<file path="config.mk">
export PLATFORM = sky130hd
export DESIGN_NAME = ccs_sequencer
export DESIGN_NICKNAME = d
export VERILOG_FILES = /design/src/hdl/ccs_pkg.sv /design/src/hdl/ccs_sequencer.sv /design/src/hdl/ccs_dur_timer.sv
export SDC_FILE = /design/constraint.sdc
export NUM_CORES = 1
export LEC_CHECK = 0
export ABC_AREA = 1
export BUFFER_PORTS_ARGS = -buffer_cell sky130_fd_sc_hd__buf_2
export CORE_MARGIN = 4
export CORE_UTILIZATION = 51
export CTS_CLUSTER_SIZE = 12
export DETAILED_ROUTE_END_ITERATION = 10
export PLACE_DENSITY = 0.77
export SKIP_LAST_GASP = 1
export SYNTH_ARGS = -nofsm -noshare
export SYNTH_HDL_FRONTEND = slang
export SYNTH_SLANG_ARGS = --single-unit
</file>
<file path="constraint.sdc">
create_clock -name i_sys_clk -period 2.9 [get_ports i_sys_clk]
set_clock_uncertainty 0.05 [all_clocks]
set_input_delay 0.435 -clock i_sys_clk [delete_from_list [all_inputs] [get_ports i_sys_clk]]
set_output_delay 0.435 -clock i_sys_clk [all_outputs]
set_load 0.03 [all_outputs]
</file>
<file path="src/hdl/ccs_pkg.sv">
// Purpose: Shared constants and types for the call connect sequencer.
// Assumes: A single 25 MHz system clock.
// Notes: Times are kept in microseconds and turned into tick counts here.
package ccs_pkg;

  ////////////////////////////////////////////////////////////////////////////
  // Clock and strobe tick.
  localparam int unsigned CLK_HZ = 25_000_000;
  localparam int unsigned TICK_US = 1_000;
  localparam int unsigned TICK_CYCLES = (TICK_US * (CLK_HZ / 1_000_000));

  ////////////////////////////////////////////////////////////////////////////
  // Line timing in microseconds and in strobe ticks.
  localparam int unsigned DIAL_PULSE_US = 25_000;
  localparam int unsigned CONNECT_US = 80_000;
  localparam int unsigned DISCONNECT_US = 1_300_000;
  localparam int unsigned CONNECT_TICKS = (CONNECT_US + TICK_US - 1) / TICK_US;
  localparam int unsigned DISCONNECT_TICKS = (DISCONNECT_US + TICK_US - 1) / TICK_US;
  localparam int unsigned TIMER_W = 12;

  ////////////////////////////////////////////////////////////////////////////
  // Register map, byte addresses on a 32-bit Wishbone bus.
  localparam int unsigned WB_ADR_W = 4;
  localparam logic [3:0] ADR_CTRL = 4'h0;
  localparam logic [3:0] ADR_STATUS = 4'h4;
  localparam logic [3:0] ADR_CONNECTED_LAMP_COUNT = 4'h8;
  localparam logic [1:0] CTRL_RESET = 2'h0;
  localparam int unsigned CTRL_START_BIT = 0;
  localparam int unsigned CTRL_STOP_BIT = 1;
  localparam int unsigned CONNECTED_LAMP_COUNT_W = 16;

  ////////////////////////////////////////////////////////////////////////////
  // Call control states.
  typedef enum logic [1:0] {
    CCS_IDLE = 2'b00,
    CCS_DIAL_READY = 2'b01,
    CCS_CONNECTED = 2'b10
  } ccs_state_t;

endpackage

</file>
<file path="src/hdl/ccs_sequencer.sv">
// Purpose: Call supervision for a start-stop terminal on polar send and receive legs.
// Assumes: Mark is logic 1 on every leg input and output; buttons are active high levels.
// Notes: Registers are reached over classic Wishbone with 32-bit data.
//
// Behaviour
// - Proceed-to-dial pulse enters dial-ready, drives relay and lamp, sends the dial contact level.
// - A 25 ms receiving mark never declares a connection.
// - While dialing, dial contact make-break is copied to the sending leg.
// - Connection declared at the tick after 80 ms of steady receiving mark.
// - On connection clear dial-ready, operate connect relay, light lamp, start motor.
// - Connected: distributor drives sending leg and feeds own selector copy.
// - Connected: received mark and space gate the selector, sending path untouched.
// - Disconnect only after 1.3 s of steady receiving space.
// - An 80 ms mark from idle is an incoming call; connect and send mark.
// - Low paper holds the connect timer cleared; an existing call continues.
// - Stop while connected forces sending space; disconnect follows 1.3 s of space.
// - After disconnect keep sending space, blind the selector, return to idle.
// - Remote long space of 1.3 s drops the call and returns to idle.
// - Duration timers restart at once when the receiving leg changes level.
// - Idle line: sending leg space unless start is requested (then mark), and all call control outputs off.
//
// Our own choices: the register addresses and the Wishbone register port.
module ccs_sequencer
  import ccs_pkg::*;
#(
  parameter int unsigned P_TICK_CYCLES = ccs_pkg::TICK_CYCLES
) (
  input wire logic i_sys_clk,
  input wire logic i_sys_rst,
  input wire logic i_rx_leg,
  input wire logic i_start_btn,
  input wire logic i_stop_btn,
  input wire logic i_dial_contact,
  input wire logic i_dist_out,
  input wire logic i_low_paper,
  input wire logic i_wb_cyc,
  input wire logic i_wb_stb,
  input wire logic i_wb_we,
  input wire logic [ccs_pkg::WB_ADR_W-1:0] i_wb_adr,
  input wire logic [3:0] i_wb_sel,
  input wire logic [31:0] i_wb_dat,
  output logic [31:0] o_wb_dat,
  output logic o_wb_ack,
  output logic o_tx_leg,
  output logic o_selector_in,
  output logic o_dial_ready_relay,
  output logic o_dial_ready_lamp,
  output logic o_connect_relay,
  output logic o_connected_lamp,
  output logic o_motor_on
);

  import ccs_pkg::*;

  localparam int unsigned TICK_W = $clog2(P_TICK_CYCLES + 1);
  localparam logic [TICK_W-1:0] TICK_LAST = TICK_W'(P_TICK_CYCLES - 1);

  generate
    if (P_TICK_CYCLES < 2) begin : g_bad_tick
      $error("ccs_sequencer: P_TICK_CYCLES must be at least 2");
    end
  endgenerate

  logic rx_meta;
  logic rx_sync;
  logic rx_prev;
  logic [TICK_W-1:0] tick_count;
  logic tick;
  logic connect_hit;
  logic disconnect_hit;
  ccs_state_t state;
  ccs_state_t next_state;
  logic stop_latched;
  logic [1:0] ctrl;
  logic [CONNECTED_LAMP_COUNT_W-1:0] connected_lamp_count;
  logic start_req;
  logic stop_req;
  logic wb_req;
  logic next_tx;
  logic next_selector;

  ////////////////////////////////////////////////////////////////////////////
  // Receiving leg synchroniser.
  always_ff @(posedge i_sys_clk or posedge i_sys_rst) begin
    if (i_sys_rst) begin
      rx_meta <= 1'b0;
      rx_sync <= 1'b0;
      rx_prev <= 1'b0;
    end else begin
      rx_meta <= i_rx_leg;
      rx_sync <= rx_meta;
      rx_prev <= rx_sync;
    end
  end

  ////////////////////////////////////////////////////////////////////////////
  // Strobe tick generator.
  always_ff @(posedge i_sys_clk or posedge i_sys_rst) begin
    if (i_sys_rst) begin
      tick_count <= '0;
      tick <= 1'b0;
    end else if (tick_count == TICK_LAST) begin
      tick_count <= '0;
      tick <= 1'b1;
    end else begin
      tick_count <= tick_count + TICK_W'(1);
      tick <= 1'b0;
    end
  end

  ////////////////////////////////////////////////////////////////////////////
  // Connect and disconnect timers.
  // The mark timer is held cleared under low paper and once connected.
  ccs_dur_timer #(
    .W(TIMER_W),
    .LIMIT(CONNECT_TICKS)
  ) u_mark_timer (
    .i_sys_clk(i_sys_clk),
    .i_sys_rst(i_sys_rst),
    .i_tick(tick),
    .i_run(rx_sync && !i_low_paper && state != CCS_CONNECTED),
    .o_expired(connect_hit)
  );

  // The space timer runs only while connected so dialing space is harmless.
  ccs_dur_timer #(
    .W(TIMER_W),
    .LIMIT(DISCONNECT_TICKS)
  ) u_space_timer (
    .i_sys_clk(i_sys_clk),
    .i_sys_rst(i_sys_rst),
    .i_tick(tick),
    .i_run(!rx_sync && state == CCS_CONNECTED),
    .o_expired(disconnect_hit)
  );

  ////////////////////////////////////////////////////////////////////////////
  // Button and software requests.
  assign start_req = i_start_btn || ctrl[CTRL_START_BIT];
  assign stop_req = i_stop_btn || ctrl[CTRL_STOP_BIT];

  ////////////////////////////////////////////////////////////////////////////
  // Call state machine.
  always_comb begin
    next_state = state;
    unique case (state)
      CCS_IDLE: begin
        if (connect_hit) begin
          next_state = CCS_CONNECTED;
        end else if (start_req && rx_sync && !rx_prev) begin
          next_state = CCS_DIAL_READY;
        end
      end
      CCS_DIAL_READY: begin
        if (connect_hit) begin
          next_state = CCS_CONNECTED;
        end
      end
      CCS_CONNECTED: begin
        if (disconnect_hit) begin
          next_state = CCS_IDLE;
        end
      end
      default: begin
        next_state = CCS_IDLE;
      end
    endcase
  end

  always_ff @(posedge i_sys_clk or posedge i_sys_rst) begin
    if (i_sys_rst) begin
      state <= CCS_IDLE;
    end else begin
      state <= next_state;
    end
  end

  ////////////////////////////////////////////////////////////////////////////
  // Stop latch: holds sending space from the stop press until disconnect.
  always_ff @(posedge i_sys_clk or posedge i_sys_rst) begin
    if (i_sys_rst) begin
      stop_latched <= 1'b0;
    end else if (state == CCS_CONNECTED && next_state == CCS_IDLE) begin
      stop_latched <= 1'b0;
    end else if (state == CCS_CONNECTED && stop_req) begin
      stop_latched <= 1'b1;
    end
  end

  ////////////////////////////////////////////////////////////////////////////
  // Sending leg and selector input for the coming state.
  always_comb begin
    next_tx = 1'b0;
    next_selector = 1'b0;
    unique case (next_state)
      CCS_IDLE: begin
        next_tx = start_req && state != CCS_CONNECTED;
      end
      CCS_DIAL_READY: begin
        next_tx = i_dial_contact;
      end
      CCS_CONNECTED: begin
        next_tx = i_dist_out && !stop_latched && !stop_req;
        next_selector = i_dist_out && rx_sync;
      end
      default: begin
        next_tx = 1'b0;
      end
    endcase
  end

  always_ff @(posedge i_sys_clk or posedge i_sys_rst) begin
    if (i_sys_rst) begin
      o_tx_leg <= 1'b0;
      o_selector_in <= 1'b0;
    end else begin
      o_tx_leg <= next_tx;
      o_selector_in <= next_selector;
    end
  end

  ////////////////////////////////////////////////////////////////////////////
  // Relays, lamps and motor.
  always_ff @(posedge i_sys_clk or posedge i_sys_rst) begin
    if (i_sys_rst) begin
      o_dial_ready_relay <= 1'b0;
      o_dial_ready_lamp <= 1'b0;
      o_connect_relay <= 1'b0;
      o_connected_lamp <= 1'b0;
      o_motor_on <= 1'b0;
    end else begin
      o_dial_ready_relay <= next_state == CCS_DIAL_READY;
      o_dial_ready_lamp <= next_state == CCS_DIAL_READY;
      o_connect_relay <= next_state == CCS_CONNECTED;
      o_connected_lamp <= next_state == CCS_CONNECTED;
      o_motor_on <= next_state == CCS_CONNECTED;
    end
  end

  ////////////////////////////////////////////////////////////////////////////
  // Connection counter, saturating.
  always_ff @(posedge i_sys_clk or posedge i_sys_rst) begin
    if (i_sys_rst) begin
      connected_lamp_count <= '0;
    end else if (state != CCS_CONNECTED && next_state == CCS_CONNECTED && connected_lamp_count != '1) begin
      connected_lamp_count <= connected_lamp_count + CONNECTED_LAMP_COUNT_W'(1);
    end
  end

  ////////////////////////////////////////////////////////////////////////////
  // Wishbone slave: one wait state, ack for one cycle per request.
  assign wb_req = i_wb_cyc && i_wb_stb && !o_wb_ack;

  always_ff @(posedge i_sys_clk or posedge i_sys_rst) begin
    if (i_sys_rst) begin
      o_wb_ack <= 1'b0;
    end else begin
      o_wb_ack <= wb_req;
    end
  end

  always_ff @(posedge i_sys_clk or posedge i_sys_rst) begin
    if (i_sys_rst) begin
      ctrl <= CTRL_RESET;
    end else if (wb_req && i_wb_we && i_wb_adr == ADR_CTRL && i_wb_sel[0]) begin
      ctrl <= i_wb_dat[1:0];
    end
  end

  always_ff @(posedge i_sys_clk or posedge i_sys_rst) begin
    if (i_sys_rst) begin
      o_wb_dat <= 32'h0000_0000;
    end else if (wb_req && !i_wb_we) begin
      unique case (i_wb_adr)
        ADR_CTRL: begin
          o_wb_dat <= {30'h0000_0000, ctrl};
        end
        ADR_STATUS: begin
          o_wb_dat <= {26'h000_0000, i_low_paper, stop_latched, o_tx_leg, rx_sync, state};
        end
        ADR_CONNECTED_LAMP_COUNT: begin
          o_wb_dat <= {16'h0000, connected_lamp_count};
        end
        default: begin
          o_wb_dat <= 32'h0000_0000;
        end
      endcase
    end
  end

endmodule

</file>
<file path="src/hdl/ccs_dur_timer.sv">
// Purpose: Level duration timer advanced by the strobe tick.
// Assumes: The run input is already synchronous to the clock.
// Notes: Pulses o_expired at the first tick after LIMIT ticks of steady run.
module ccs_dur_timer #(
  parameter int unsigned W = 12,
  parameter int unsigned LIMIT = 80
) (
  input wire logic i_sys_clk,
  input wire logic i_sys_rst,
  input wire logic i_tick,
  input wire logic i_run,
  output logic o_expired
);

  localparam logic [W-1:0] LIMIT_W = W'(LIMIT);

  logic [W-1:0] count;

  generate
    if (LIMIT < 1 || LIMIT >= (2 ** W)) begin : g_bad_limit
      $error("ccs_dur_timer: LIMIT does not fit in W bits");
    end
  endgenerate

  ////////////////////////////////////////////////////////////////////////////
  // Count ticks while run holds; a drop of run clears at once.
  always_ff @(posedge i_sys_clk or posedge i_sys_rst) begin
    if (i_sys_rst) begin
      count <= '0;
    end else if (!i_run) begin
      count <= '0;
    end else if (i_tick && count != LIMIT_W) begin
      count <= count + W'(1);
    end
  end

  ////////////////////////////////////////////////////////////////////////////
  // Act on the tick that follows the threshold.
  always_ff @(posedge i_sys_clk or posedge i_sys_rst) begin
    if (i_sys_rst) begin
      o_expired <= 1'b0;
    end else begin
      o_expired <= i_run && i_tick && (count == LIMIT_W);
    end
  end

endmodule

</file>
==> results.py <==
metrics = {
    "sta": {
        "fmax_ghz": 0.525,
        "period_needed_ns": 1.90,
        "layout_setup_ws_ns": 0.996,
        "setup_tns_ns": 0,
        "tightest_slew_ns": 0.627,
        "final_hold_viol_count": 0,
        "period_share_pct": 65.6,
        "slew_viol_final": 0,
        "slew_headroom_pct": 58.1,
        "rsz0062_at_grt": "no",
        "setup-violations-final": 0,
    },
    "setup_path": {
        "critPathCapture": "connected_lamp_count[9]",
        "critPathArrivalTime_ns": 2.11,
        "cp-start-kind": "register",
        "crit_top_cell": "nand2_1",
        "rr_worst_depth": 8,
        "rr_endpoint": "connected_lamp_count[9]",
        "rrSetupSlack_ns": 1.0,
        "worstReg2RegStart": "connected_lamp_count[1]",
        "crit_required_ns": 3.11,
        "crit_fanout": 17,
        "path_class": "register to register",
        "startpoint": "connected_lamp_count[1]",
        "path_cells": "ha_1 > inv_1 > nor2_4 > nand2_2 > o21ai_4 > inv_4 > nand2_1 > nand2_1",
        "end_kind": "register",
        "crit_path_max_incr_delay_ns": 0.42,
        "cp_slowest_cell": "dfrtp_1",
    },
    "layout": {
        "nets": 768,
        "n_antenna_cell": 0,
        "synthToLayoutAreaGrowth_pct": 9.13,
        "layout.cells.non_filler": 845,
        "drive_gt1_share_pct": 10.1,
    },
    "synth": {
        "synthTopCellsByArea": "dfrtp_1 (44%), nand2_1 (16%), nand3_1 (7.3%), nor2_1 (6.6%), inv_1 (5.7%)",
        "synth_cell_types": 29,
        "synthCells": 669,
        "ys_async_sr_fraction_pct": 100,
        "seq_area_frac_synth_pct": 44.3,
        "synth_edf_count": 0,
        "synth.avg_cell_area_um2": 7.35,
        "synth_top_cell_by_area": "dfrtp_1",
        "synthFlopType": "dfrtp_1",
        "synth.top_cell.area_share_pct": 44.3,
        "ys_seq_elements": 87,
        "synth.cell_area_um2": 4920,
        "ys_warn_count": 0,
    },
    "pwr": {
        "vdd_drop_max_mv": 0.201,
        "power.internal_mw": 1.59,
        "clockPowerShare_pct": 37.7,
        "comb_power_share_pct": 5.6,
        "p_switching_uw": 592,
        "seq_power_share_pct": 56.6,
        "switching_share_pct": 27.2,
        "p_per_area_nw_per_um2": 406,
        "p_leak_nw": 2.70,
    },
    "hold_path": {
        "hold_class": "primary input to async pin",
    },
    "cts": {
        "cts_max_level": 3,
        "clockRootBuffer": "clkbuf_8",
        "clock-sinks": 87,
        "cts_resized": 0,
        "tritoncts": "done",
        "insertion_delay_ns": 0.37,
        "cts_buffers": 9,
        "clockBufferDepth": 2,
        "cts_hold_buf": 0,
        "path_clk_slew_ns": 0.11,
        "post-cts-setup-buffer-count": 0,
    },
    "outcome": {
        "status": "complete, no violations",
    },
    "floorplan": {
        "die_h_um": 106,
        "start_util_pct": 52.7,
        "std_cell_rows": 35,
        "dieArea_um2": 11300,
        "io_pins": 91,
        "core_um2": 9330,
        "die_x_um": 106,
    },
    "grt": {
        "gr-total-overflow": 0,
        "grt_pass1_wl_um": 17700,
        "antenna_found_initial": 0,
        "grt_max_degree": 54,
        "grt_pass1_vias": 3975,
        "grt_usage_pct": 18.8,
    },
    "flow_run": {
        "maxCapViolCount": 0,
    },
    "route": {
        "drt_first_pass_iters": 6,
        "drtIter0Drc": 253,
        "via_per_inst": 5.02,
        "drcViolationCount": 0,
        "vias": 4238,
        "wl_um": 10000,
        "ant_nets": 0,
        "avgRoutedWirePerCell_um": 11.9,
    },
    "placed_design": {
        "dp_slack_ns": 1.00,
        "io_buffers": 41,
        "dp_cells": 829,
        "gp_congestion": 0.905,
        "dp.final_hpwl_um": 7530,
    },
}
cell usage after synthesis (2+ instances only):
| cell type | number |
|---|---|
| xnor2_1 | 2 |
| a21oi_1 | 4 |
| dfrtp_1 | 87 |
| buf_4 | 20 |
| nand2_1 | 206 |
| o21ai_1 | 2 |
| nand4_1 | 18 |
| xor2_1 | 29 |
| nor2_1 | 86 |
| buf_2 | 5 |
| nor2_2 | 2 |
| ha_1 | 6 |
| nand2_2 | 3 |
| nand3_1 | 72 |
| buf_6 | 3 |
| o21ai_0 | 19 |
| nor3_1 | 19 |
| inv_1 | 75 |
kinds of logic after synthesis:
| family | share of synthesized area, % |
|---|---|
| simple gates | 34.9 |
| xor+xnor | 5.52 |
| flops | 44.3 |
| buf+inv | 10.3 |
| compound gates | 3.44 |
| other cells | 0.0763 |
| fa+ha+maj | 1.53 |
registers in the layout, indices dropped and copies added (netlist names):
name,cells
connected_lamp_count,16
o_wb_dat,16
tick_count,15
u_mark_timer.count,12
u_space_timer.count,12
ctrl,2
state,2
o_dial_ready_lamp,1
o_motor_on,1
o_selector_in,1
o_tx_leg,1
o_wb_ack,1
rx_meta,1
rx_prev,1
rx_sync,1
stop_latched,1
tick,1
u_mark_timer.o_expired,1
u_space_timer.o_expired,1
how the worst min path moves through the flow:
stage	startpoint	end	slack, ns
detailed placement	rx_meta	rx_sync	0.34
global placement	rx_meta	rx_sync	0.34
CTS	i_sys_rst	connected_lamp_count[10]	0.07
floorplan	rx_meta	rx_sync	0.28
global route	i_sys_rst	connected_lamp_count[10]	0.11
finish	i_sys_rst	tick_count[11]	0.06
power groups by stage:
| stage | Sequential (mW) | Clock, mW | Combinational (mW) |
|---|---|---|---|
| 3_5_place_dp | 1.26 | 0 | 0.124 |
| 3_3_place_gp | 1.26 | 0 | 0.121 |
| 6_report | 1.23 | 0.823 | 0.123 |
| 5_1_grt | 1.24 | 0.887 | 0.137 |
| 4_1_cts | 1.23 | 0.843 | 0.125 |
| 2_1_floorplan | 1.27 | 0 | 0.0919 |
final cells by class:
class                   instances  area, um^2
clock buffers                   9         124
multi-input cells             491        2290
clock inverters                 7        71.3
flip-flops and latches         87        2180
fillers                       855        3960
repair buffers                 45         248
well taps                     129         161
inverters                      77         293
cells in the final DEF (no fill, tap or decap), drive strengths merged:
master and count:
dfrtp 87, o211ai 1, o22ai 1, inv 79, o21ai 22, o21bai 1, clkbuf 9, xor2 29
nand3 72, buf 45, conb 16, clkinv 5, nor3 20, a21oi 4, nand2 209, xnor2 2
ha 6, nor2 89, nand4 18, a31oi 1
per-stage QoR:
step / hold WS (ns) / total power, mW / cell area (um^2) / utilization, %
CTS: 0.0739 / 2.20 / 5370 / 57.5
global placement: 0.345 / 1.38 / 5170 / 55.4
detailed placement: 0.343 / 1.38 / 5170 / 55.4
floorplan: 0.281 / 1.36 / 4970 / -
finish: 0.0614 / 2.18 / 5370 / 57.5
global route: 0.114 / 2.26 / 5370 / 57.5
critical path, delay by kind of cell (launching register included):
family | cells | cell delay (ns)
adders and majority gates | 1 | 0.24
AOI/OAI and AO/OA | 1 | 0.42
and+or+nand+nor | 4 | 0.42
DFF | 1 | 0.42
buffers and inverters | 2 | 0.26
metal layers:
metal / vias to the layer above / global-route usage (%) / routed length [um]
li1: 2163 / - / -
met5: - / 0 / 0
met4: 0 / 6.01 / 153
met3: 16 / 2.43 / 479
met2: 118 / 30.0 / 4550
met1: 1941 / 26.6 / 4860
Note: power is estimated with default switching activity, not from simulation.
